## config.mk

```make
export PLATFORM = sky130hd
export DESIGN_NAME = rta_core
export DESIGN_NICKNAME = d
export VERILOG_FILES = /design/src/rtl/rta_core.v /design/src/rtl/rta_tick_sync.v /design/src/rtl/rta_field_match.v
export VERILOG_INCLUDE_DIRS = /design/src /design/src/rtl
export SDC_FILE = /design/constraint.sdc
export NUM_CORES = 1
export LEC_CHECK = 0
export BUFFER_PORTS_ARGS = -buffer_cell sky130_fd_sc_hd__buf_4
export CAP_MARGIN = 5
export CORE_MARGIN = 3
export CORE_UTILIZATION = 51
export CTS_BUF_LIST = sky130_fd_sc_hd__clkbuf_2 sky130_fd_sc_hd__clkbuf_4 sky130_fd_sc_hd__clkbuf_8
export CTS_CLUSTER_SIZE = 8
export DETAILED_ROUTE_END_ITERATION = 6
export GPL_ROUTABILITY_DRIVEN = 0
export HOLD_SLACK_MARGIN = 0.02
export PLACE_DENSITY = 0.81
export REMOVE_ABC_BUFFERS = 1
export SLEW_MARGIN = 25
export SYNTH_ARGS = -nofsm -noshare
export SYNTH_HDL_FRONTEND = slang
export SYNTH_SLANG_ARGS = --single-unit
```

## constraint.sdc

```tcl
create_clock -name ref_clk_i -period 1.7 [get_ports ref_clk_i]
set_input_delay 0.34 -clock ref_clk_i [delete_from_list [all_inputs] [get_ports ref_clk_i]]
set_output_delay 0.34 -clock ref_clk_i [all_outputs]
set_load 0.02 [all_outputs]
```

## src/rtl/rta_defs.vh

```
`ifndef RTA_DEFS_VH
`define RTA_DEFS_VH

// Register offsets of the alarm compare bank
`define RTA_OFS_ALARM_SEC 8'h0B
`define RTA_OFS_ALARM_MIN 8'h0C
`define RTA_OFS_ALARM_HR 8'h0D
`define RTA_OFS_ALARM_DATE 8'h0E
`define RTA_OFS_ALARM_DOW 8'h0F

// First and last offset of the blocked time counters
`define RTA_OFS_TIME_FIRST 8'h04
`define RTA_OFS_TIME_LAST 8'h0A

// Reset value of every alarm register: compare disabled, value zero
`define RTA_ALARM_RESET 8'h80

// Position of the active-low compare enable in every alarm register
`define RTA_BIT_MATCH_DISABLE 7

// Writable bits of each alarm register; unused bits stay zero
`define RTA_WMASK_SEC 8'hFF
`define RTA_WMASK_MIN 8'hFF
`define RTA_WMASK_HR 8'hBF
`define RTA_WMASK_DATE 8'hBF
`define RTA_WMASK_DOW 8'h87

// Bits taking part in each compare (BCD tens and units, weekday code)
`define RTA_CMASK_SEC 8'h7F
`define RTA_CMASK_MIN 8'h7F
`define RTA_CMASK_DATE 8'h3F
`define RTA_CMASK_DOW 8'h07

// Hour compare bits: PM flag, tens bit and units in 12 hour mode
`define RTA_CMASK_HR_12 8'h3F
// Hour compare bits: two tens bits and units in 24 hour mode
`define RTA_CMASK_HR_24 8'h3F

// Read answer for an address this block does not own
`define RTA_RDATA_NONE 8'h00

`endif

```

## src/rtl/rta_core.v

```verilog
`timescale 1ns/10ps
`include "rta_defs.vh"

// Notes on behaviour
// - Time counters frozen during host access
// - Release counters and apply the pending tick on the same edge
// - One pending tick held, further ticks lost
// - Seconds alarm: enable low, BCD tens, units
// - Minutes alarm: enable low, BCD tens, units
// - Hours alarm: enable low, PM or tens
// - Hour field meaning follows hour format bit
// - Day alarm: enable low, BCD tens, units
// - Weekday alarm: enable low, code 0 to 6
// - All enabled fields match sets alarm flag
// - Disabled fields are left out of match
// - Flag holds until cleared, sets on new match
// - Interrupt pin active while flag set, if enabled
module rta_core
(
  // Clock and reset
  input wire ref_clk_i,
  input wire rst_n_i,
  // Raw 1 Hz tick from the oscillator divider
  input wire tick_1hz_i,
  // Register port from the serial front end
  input wire access_active_i,
  input wire reg_wr_i,
  input wire reg_rd_i,
  input wire [7:0] reg_addr_i,
  input wire [7:0] reg_wdata_i,
  output reg [7:0] reg_rdata_o,
  output reg reg_rvalid_o,
  // Current BCD time fields from the counters
  input wire [7:0] time_sec_i,
  input wire [7:0] time_min_i,
  input wire [7:0] time_hr_i,
  input wire [7:0] time_date_i,
  input wire [7:0] time_dow_i,
  // Control bits held in the control registers
  input wire hour_12_mode_i,
  input wire alarm_irq_enable_i,
  input wire alarm_flag_clear_i,
  // Counter control towards the timekeeping counters
  output reg time_hold_o,
  output reg time_inc_o,
  // Alarm state and open-drain interrupt pin
  output reg alarm_flag_o,
  output reg int_o,
  output reg int_oe_n_o
);

  // Alarm compare registers
  reg [7:0] alarm_sec_compare; // Seconds alarm
  reg [7:0] alarm_min_compare; // Minutes alarm
  reg [7:0] alarm_hr_compare; // Hours alarm
  reg [7:0] alarm_date_compare; // Day alarm
  reg [7:0] alarm_dow_compare; // Weekday alarm

  // Tick handling
  wire tick_rise; // Synchronised tick edge
  reg inc_pending; // One stored tick while blocked
  reg access_prev; // Access level one cycle ago
  reg cmp_due; // Counters hold the new time now

  // Match network
  wire [7:0] hr_mask; // Hour compare bits for the current format
  wire [4:0] field_match; // Per-field agreement
  wire [4:0] field_active; // Per-field enable
  wire all_match; // Enabled fields all agree
  wire any_active; // At least one field enabled

  // Next values
  reg next_alarm_flag;
  reg [7:0] next_rdata;

  // Bring the tick into this clock and mark its rise
  rta_tick_sync u_tick_sync
  (
    .ref_clk_i(ref_clk_i),
    .rst_n_i(rst_n_i),
    .tick_async_i(tick_1hz_i),
    .tick_rise_o(tick_rise)
  );

  // Counters stay frozen while the host access lasts
  always @(posedge ref_clk_i or negedge rst_n_i)
  begin
    if (!rst_n_i)
    begin
      time_hold_o <= 1'b0;
      access_prev <= 1'b0;
    end
    else
    begin
      time_hold_o <= access_active_i;
      access_prev <= access_active_i;
    end
  end

  // Tick scheduling: pass through, hold one, or replay at release
  always @(posedge ref_clk_i or negedge rst_n_i)
  begin
    if (!rst_n_i)
    begin
      inc_pending <= 1'b0;
      time_inc_o <= 1'b0;
    end
    else if (access_active_i)
    begin
      // No increment may reach the counters during an access
      time_inc_o <= 1'b0;
      // Only one tick fits; a second one is simply dropped
      if (tick_rise)
      begin
        inc_pending <= 1'b1;
      end
    end
    else if (access_prev && inc_pending)
    begin
      // Access just ended: serve the stored tick first
      time_inc_o <= 1'b1;
      // A fresh tick in this very cycle takes the pending slot
      inc_pending <= tick_rise;
    end
    else if (inc_pending)
    begin
      // Pending slot filled in the release cycle; serve it now
      time_inc_o <= 1'b1;
      inc_pending <= tick_rise;
    end
    else
    begin
      // Normal running: each tick goes straight out
      time_inc_o <= tick_rise;
    end
  end

  // The counters show the new time one cycle after the increment
  always @(posedge ref_clk_i or negedge rst_n_i)
  begin
    if (!rst_n_i)
    begin
      cmp_due <= 1'b0;
    end
    else
    begin
      cmp_due <= time_inc_o;
    end
  end

  // Alarm register writes; unused bits are forced to zero
  always @(posedge ref_clk_i or negedge rst_n_i)
  begin
    if (!rst_n_i)
    begin
      alarm_sec_compare <= `RTA_ALARM_RESET;
      alarm_min_compare <= `RTA_ALARM_RESET;
      alarm_hr_compare <= `RTA_ALARM_RESET;
      alarm_date_compare <= `RTA_ALARM_RESET;
      alarm_dow_compare <= `RTA_ALARM_RESET;
    end
    else if (reg_wr_i)
    begin
      case (reg_addr_i)
        `RTA_OFS_ALARM_SEC:
        begin
          // Enable, three tens bits, four units bits
          alarm_sec_compare <= reg_wdata_i & `RTA_WMASK_SEC;
        end
        `RTA_OFS_ALARM_MIN:
        begin
          alarm_min_compare <= reg_wdata_i & `RTA_WMASK_MIN;
        end
        `RTA_OFS_ALARM_HR:
        begin
          // Bit 6 is unused and reads back as zero
          alarm_hr_compare <= reg_wdata_i & `RTA_WMASK_HR;
        end
        `RTA_OFS_ALARM_DATE:
        begin
          alarm_date_compare <= reg_wdata_i & `RTA_WMASK_DATE;
        end
        `RTA_OFS_ALARM_DOW:
        begin
          // Only the weekday code and the enable survive
          alarm_dow_compare <= reg_wdata_i & `RTA_WMASK_DOW;
        end
        default:
        begin
          // Other addresses belong to other blocks
          alarm_sec_compare <= alarm_sec_compare;
        end
      endcase
    end
  end

  // Read mux for the alarm bank
  always @*
  begin
    case (reg_addr_i)
      `RTA_OFS_ALARM_SEC: next_rdata = alarm_sec_compare;
      `RTA_OFS_ALARM_MIN: next_rdata = alarm_min_compare;
      `RTA_OFS_ALARM_HR: next_rdata = alarm_hr_compare;
      `RTA_OFS_ALARM_DATE: next_rdata = alarm_date_compare;
      `RTA_OFS_ALARM_DOW: next_rdata = alarm_dow_compare;
      default: next_rdata = `RTA_RDATA_NONE;
    endcase
  end

  // Registered read answer, one cycle after the strobe
  always @(posedge ref_clk_i or negedge rst_n_i)
  begin
    if (!rst_n_i)
    begin
      reg_rdata_o <= `RTA_RDATA_NONE;
      reg_rvalid_o <= 1'b0;
    end
    else
    begin
      reg_rvalid_o <= reg_rd_i;
      if (reg_rd_i)
      begin
        reg_rdata_o <= next_rdata;
      end
    end
  end

  // Hour compare follows the selected hour format
  assign hr_mask = hour_12_mode_i ? `RTA_CMASK_HR_12 :
    `RTA_CMASK_HR_24;

  // Seconds field compare
  rta_field_match #(.W(8)) u_match_sec
  (
    .alarm_i(alarm_sec_compare),
    .now_i(time_sec_i),
    .mask_i(`RTA_CMASK_SEC),
    .match_o(field_match[0]),
    .active_o(field_active[0])
  );

  // Minutes field compare
  rta_field_match #(.W(8)) u_match_min
  (
    .alarm_i(alarm_min_compare),
    .now_i(time_min_i),
    .mask_i(`RTA_CMASK_MIN),
    .match_o(field_match[1]),
    .active_o(field_active[1])
  );

  // Hours field compare
  rta_field_match #(.W(8)) u_match_hr
  (
    .alarm_i(alarm_hr_compare),
    .now_i(time_hr_i),
    .mask_i(hr_mask),
    .match_o(field_match[2]),
    .active_o(field_active[2])
  );

  // Day field compare
  rta_field_match #(.W(8)) u_match_date
  (
    .alarm_i(alarm_date_compare),
    .now_i(time_date_i),
    .mask_i(`RTA_CMASK_DATE),
    .match_o(field_match[3]),
    .active_o(field_active[3])
  );

  // Weekday field compare
  rta_field_match #(.W(8)) u_match_dow
  (
    .alarm_i(alarm_dow_compare),
    .now_i(time_dow_i),
    .mask_i(`RTA_CMASK_DOW),
    .match_o(field_match[4]),
    .active_o(field_active[4])
  );

  // Disabled fields report a match and so drop out
  assign all_match = &field_match;
  // With every field disabled there is no alarm at all
  assign any_active = |field_active;

  // Flag update: set only at a fresh one-second update
  always @*
  begin
    next_alarm_flag = alarm_flag_o;
    if (alarm_flag_clear_i)
    begin
      next_alarm_flag = 1'b0;
    end
    // Set beats clear so a match in the clear cycle is kept
    if (cmp_due && all_match && any_active)
    begin
      next_alarm_flag = 1'b1;
    end
  end

  // Flag and pin are registered together so they move in step
  always @(posedge ref_clk_i or negedge rst_n_i)
  begin
    if (!rst_n_i)
    begin
      alarm_flag_o <= 1'b0;
      int_o <= 1'b0;
      int_oe_n_o <= 1'b1;
    end
    else
    begin
      alarm_flag_o <= next_alarm_flag;
      // Open drain: only ever drives low
      int_o <= 1'b0;
      int_oe_n_o <= ~(alarm_irq_enable_i & next_alarm_flag);
    end
  end

endmodule

```

## src/rtl/rta_tick_sync.v

```verilog
`timescale 1ns/10ps
// Brings the 1 Hz tick from the oscillator domain and marks its rise
module rta_tick_sync
(
  // Clock and reset
  input wire ref_clk_i,
  input wire rst_n_i,
  // Asynchronous tick level
  input wire tick_async_i,
  // One-cycle pulse on each rising edge of the tick
  output wire tick_rise_o
);

  reg sync_meta; // First stage, read only by the second
  reg sync_level; // Second stage, safe to use
  reg level_prev; // Delayed copy for edge detection

  // Two-stage synchroniser followed by an edge detector
  always @(posedge ref_clk_i or negedge rst_n_i)
  begin
    if (!rst_n_i)
    begin
      sync_meta <= 1'b0;
      sync_level <= 1'b0;
      level_prev <= 1'b0;
    end
    else
    begin
      sync_meta <= tick_async_i;
      sync_level <= sync_meta;
      level_prev <= sync_level;
    end
  end

  // Rise seen only after both stages
  assign tick_rise_o = sync_level & ~level_prev;

endmodule

```

## src/rtl/rta_field_match.v

```verilog
`timescale 1ns/10ps
// Compares one alarm field with one time field under a bit mask
module rta_field_match
#(
  parameter W = 8
)
(
  // Alarm register content, enable bit in the top position
  input wire [W-1:0] alarm_i,
  // Current time field
  input wire [W-1:0] now_i,
  // Bits that take part in the compare
  input wire [W-1:0] mask_i,
  // Field agrees, or is left out of the compare
  output wire match_o,
  // Field takes part in the compare
  output wire active_o
);

  wire equal; // Masked BCD digits agree

  assign equal = ((alarm_i & mask_i) == (now_i & mask_i));
  // A disabled field never blocks the overall match
  assign active_o = ~alarm_i[W-1];
  assign match_o = alarm_i[W-1] | equal;

endmodule

```

== Yosys cells after proc, flatten, opt, wreduce, memory -nomap -nowiden ==
Index checks and enable logic that the tools add are counted.

* $add $sub $neg: 0
* Multipliers: 0
* Div/mod/pow operators: 0
* Magnitude comparators: 0
* Eq/ne operators: 11
* Shift-type cells: 0
* Muxes and demuxes: 10
* Bitwise logic cells: 14
* Reduce and logical (&&, ||, !) cells: 10

{| class="wikitable"
|+ Operators with widths
! kind !! count
|-
| $eq A8 B4 Y1 const B || 5
|-
| $pmux W8 S5 || 1
|-
| $eq A7 B7 Y1 || 2
|-
| $eq A6 B6 Y1 || 2
|-
| $reduce_and A2 Y1 || 5
|-
| $mux W1 || 9
|-
| $not A1 Y1 || 7
|-
| $or A1 B1 Y1 || 5
|-
| $reduce_and A5 Y1 || 1
|-
| $reduce_or A5 Y1 || 1
|-
| $eq A3 B3 Y1 || 1
|-
| $logic_and A1 B1 Y1 || 3
|-
| $and A1 B1 Y1 || 2
|-
| $ne A2 B1 Y1 const B || 1
|}

* Register bits after elaboration: 52
* Bits in latches: 0
* Memory bits (writable): 0
* Memory bits (read-only): 0
* Input bits: 65
* Output and inout port bits: 14
* Word-level logic and storage cells: 61
* Memories: 0

== Logic depth before layout (Yosys ltp) ==
* Depth after elaboration: 8
* Gate-level depth with buffers: 7
* Depth with buffers taken out: 5

== Cells and area by module ==
From an unflattened synthesis, not the netlist that was laid out.

* Cell total of the unflattened synthesis: 233
* Area total of the unflattened synthesis: 2793.9 µm²

{| class="wikitable"
|+ By module, submodules not included
! module !! instances !! cells an instance !! area an instance (µm²) !! sequential area each (µm²)
|-
| rta_core || 1 || 164 || 2179.6 || 1233.7
|-
| rta_field_match || 5 || 13 || 105.1 || 0.0
|-
| rta_tick_sync || 1 || 4 || 88.8 || 75.1
|}

== Least setup slack after synthesis ==
OpenSTA, ideal clock, no wires.

* Path kind: input port to flip-flop
* Start: input port reg_addr_i[7]
* End: register alarm_min_compare[5]
* Arrival time: 1.911 ns
* Data required time: 1.575 ns
* Path slack: -0.336 ns
* Cell stages on the path: 5
* Buffers on the path: 1
* Cells stage by stage: or4b_1 > buf_6 > nor4b_4 > nand2_4 > mux2_4

* Cells in the longest elaborated chain, start to end: 2

{| class="wikitable"
|+ RTL lines
! what !! RTL line !! RTL
|-
| start: declaration || rta_core.v:29 || <nowiki>input wire [7:0] reg_addr_i,</nowiki>
|-
| $eq A8 B4 Y1 || rta_core.v:164 || <nowiki>case (reg_addr_i)</nowiki>
|-
| $reduce_and A2 Y1 (no source line) || n/a ||
|-
| end signal: assignment || rta_core.v:157 || <nowiki>alarm_min_compare <= `RTA_ALARM_RESET;</nowiki>
|-
| end signal: assignment || rta_core.v:172 || <nowiki>alarm_min_compare <= reg_wdata_i & `RTA_WMASK_MIN;</nowiki>
|-
| end: declaration || rta_core.v:54 || <nowiki>reg [7:0] alarm_min_compare;</nowiki>
|}

No other way between the ends.
A chain may end at the register's enable or synchronous reset.

== Worst setup path after layout ==
* Start: input port reg_addr_i[6]
* End: register alarm_min_compare[5]

Same word-level chain as after synthesis.

==> results.py <==
metrics = {
    "outcome": {
        "status": "finished, violations left",
        "violations": "negative setup slack",
    },
    "clocking": {
        "numCtsBuffers": 5,
        "cts-root-buf": "clkbuf_8",
        "cts_tree": "yes",
        "cts.sinks": 52,
        "clockBufferDepth": 2,
        "holdBufCountCts": 0,
        "htreeDepth": 2,
        "clock_latency_ns": 0.31,
        "path_clk_slew_ns": 0.09,
    },
    "global_route": {
        "grt_pass1_wl_mm": 10.6,
        "grt_start_max_net_pins": 53,
        "antenna_found_initial": 0,
        "grt_usage_pct": 23.0,
        "grt_pass1_vias": 2096,
        "gr-total-overflow": 0,
    },
    "finish": {
        "final_common_cell": "buf_4",
        "syn2layout_area_growth_pct": 36.7,
        "fillers": 346,
        "fin_nets": 354,
        "diodes": 0,
        "seq_area_mm2": 0.00131,
        "fin_util_pct": 72.9,
        "drive_above_1_share_pct": 52.8,
        "layout_common_cells": "buf_4, dfrtp_1, mux2_2",
        "multi_input_area_mm2": 0.00123,
    },
    "sta": {
        "hold_viol_final": 0,
        "maxSlewHeadroom_pct": 56.9,
        "setup_viol": 24,
        "post-route-min-period_ns": 1.79,
        "timing.setup.tns_ns": -0.875,
        "drv_slew": 0,
        "tightest_slew_ns": 0.647,
        "skew_ns": 0.00261,
        "max_freq_mhz": 558,
        "grt_setup_unrepaired": "yes",
        "fin_crit_sh_pct": 105,
        "worst_slack_ns": -0.0907,
    },
    "floorplanning": {
        "dieArea_mm2": 0.00589,
        "start_util_pct": 53.3,
        "rows": 25,
        "core-area_mm2": 0.00479,
        "die_height_um": 76.7,
        "die_x_um": 76.7,
        "pin_count": 79,
    },
    "critical_path": {
        "crit_required_ns": 1.90,
        "crit_path_start_kind": "input pin",
        "end_kind": "flop",
        "cp_max_fo": 8,
        "setup.worst_path.class": "input pin to flop",
        "arrival_ns": 1.99,
        "r2r_setup_slack_ns": 0.14,
    },
    "yosys": {
        "synth.distinct_cells": 37,
        "syn_area_per_cell_um2": 12.9,
        "ys_seq_area_share_pct": 51.3,
        "synth-seq-cells": 52,
        "ys_warn_count": 0,
        "syn_area_mm2": 0.00255,
        "synthCells": 198,
    },
    "detailed_routing": {
        "vias_per_cell": 5.44,
        "drtPass1Iterations": 5,
        "ant_nets": 0,
        "vias": 1943,
        "detail_route.wl_per_cell_um": 18.1,
        "routed_wl_mm": 6.48,
        "first_iter_violations": 127,
        "drc_errors": 0,
    },
    "power_and_ir_drop": {
        "clock_power_share_pct": 37.8,
        "peakVddDrop_mv": 0.711,
        "internal_power_mw": 2.06,
        "switchingPower_mw": 0.612,
        "sequentialPowerShare_pct": 50.1,
        "p_leak_nw": 1.66,
        "swShare_pct": 22.9,
        "comb_power_share_pct": 12.1,
        "power.density_mw_per_mm2": 766,
    },
    "place": {
        "io_buffer_count": 65,
        "dp_hpwl_mm": 4.84,
        "place_ws_ns": -0.432,
    },
    "job": {
        "maxCapViolations": 0,
    },
    "hold_path": {
        "holdCritPathClass": "input pin to async pin",
    },
}
layout make-up:
type / instances / area share [%]
clock inverters: 3 / 1.97
clock buffers: 5 / 1.97
well taps: 67 / 2.40
flip-flops and latches: 52 / 37.5
inverters: 10 / 1.08
repair buffers: 90 / 19.7
multi-input cells: 130 / 35.3
metal layers:
metal  wire length, µm  share of wire, %  vias to the layer above  global-route usage (%)
met5                 0                 0                        -                       0
met2              3290                51                       83                    39.8
li1                  -                 -                      905                       -
met4                75               1.2                        0                    5.62
met3               409               6.3                        8                    5.99
met1              2700                42                      947                    28.6
synthesized netlist by cell type (all sizes together):
| cell | number | area (µm²) |
|---|---|---|
| buf | 3 | 22.5 |
| nor2 | 4 | 15.0 |
| o21bai | 3 | 22.5 |
| a22oi | 5 | 37.5 |
| conb | 1 | 3.75 |
| xnor2 | 13 | 114 |
| a22o | 4 | 35.0 |
| a222oi | 4 | 40.0 |
| clkbuf | 3 | 11.3 |
| nor2b | 1 | 6.26 |
| a41oi | 2 | 17.5 |
| or4b | 1 | 10.0 |
| a21oi | 1 | 5.00 |
| nor3 | 2 | 10.0 |
| nand3 | 1 | 5.00 |
| o21ai | 2 | 10.0 |
| o22ai | 7 | 43.8 |
| inv | 10 | 37.5 |
| dfrtp | 46 | 1150 |
| xor2 | 16 | 140 |
| nor4 | 8 | 110 |
| nand2b | 2 | 12.5 |
| and3 | 1 | 6.26 |
| dfstp | 6 | 158 |
| a31oi | 4 | 25.0 |
| a221oi | 3 | 26.3 |
| mux2 | 34 | 387 |
| nand2 | 8 | 50.0 |
| a211oi | 1 | 7.51 |
| a21o | 1 | 7.51 |
| nor4b | 1 | 23.8 |
flip-flops by register name, summed over array words and instances, names as in the netlist, 4 cells and up:
| signal | count |
|---|---|
| reg_rdata_o | 8 |
| alarm_hr_compare | 7 |
| alarm_dow_compare | 4 |
| alarm_sec_compare | 8 |
| alarm_min_compare | 8 |
| alarm_date_compare | 7 |
metrics by stage:
step | instance area, µm² | power (mW) | std cells | hold WS [ns]
final | 3490 | 2.67 | 357 | 0.0415
after global routing | 3490 | 2.75 | 357 | 0.0801
after CTS | 3450 | 2.68 | 354 | 0.0637
after detailed placement | 3220 | 1.67 | 342 | 0.340
after global placement | 3220 | 1.66 | 342 | 0.334
after floorplan | 2520 | 1.47 | 192 | 0.0444
cell families (layout without fill, tap and decap cells):
kind of cell	Yosys count	after routing	synth area share, %
muxes	34	34	15.2
other	1	1	0.147
AOI/OAI and AO/OA	37	37	10.9
DFF	52	52	51.3
xor gates and xnor gates	29	29	9.96
buffers and inverters	16	108	2.80
and+or+nand+nor	29	29	9.76
worst max-delay path, cell delays in order:
cell	delay (ns)
buf_4	0.11
or4b_4	0.60
nor4b_4	0.35
buf_4	0.20
nand2_8	0.08
mux2_4	0.31
repair_timing:
| item | 4_1_cts | 5_1_grt |
|---|---|---|
| endpoints found under the setup margin | 43 | 35 |
| resized for setup | 14 | 4 |
| pin swaps | 4 | 8 |
| endpoints found under the hold margin | 0 | 0 |
| setup buffers | 4 | 4 |
| gates cloned | 0 | 0 |
worst paths after layout:
check | from | endpoint | depth (start not counted)
worst max-delay path | reg_addr_i[6] | alarm_min_compare[5] | 6
worst min-delay path | rst_n_i | reg_rvalid_o | 1
worst max register to register | alarm_sec_compare[4] | alarm_flag_o | 6
worst min register to register | u_tick_sync.sync_meta | u_tick_sync.sync_level | 0
max in group asynchronous | rst_n_i | alarm_min_compare[6] | 1
min in group ref_clk_i | tick_1hz_i | u_tick_sync.sync_meta | 1
power groups by stage:
stage / Clock (mW) / Combinational, mW / Sequential [mW]
global placement: 0 / 0.306 / 1.35
floorplan: 0 / 0.117 / 1.35
detailed placement: 0 / 0.314 / 1.36
global route: 1.06 / 0.349 / 1.34
CTS: 1.02 / 0.324 / 1.34
finish: 1.01 / 0.323 / 1.34
No activity file was read; power rests on OpenSTA's default activity.
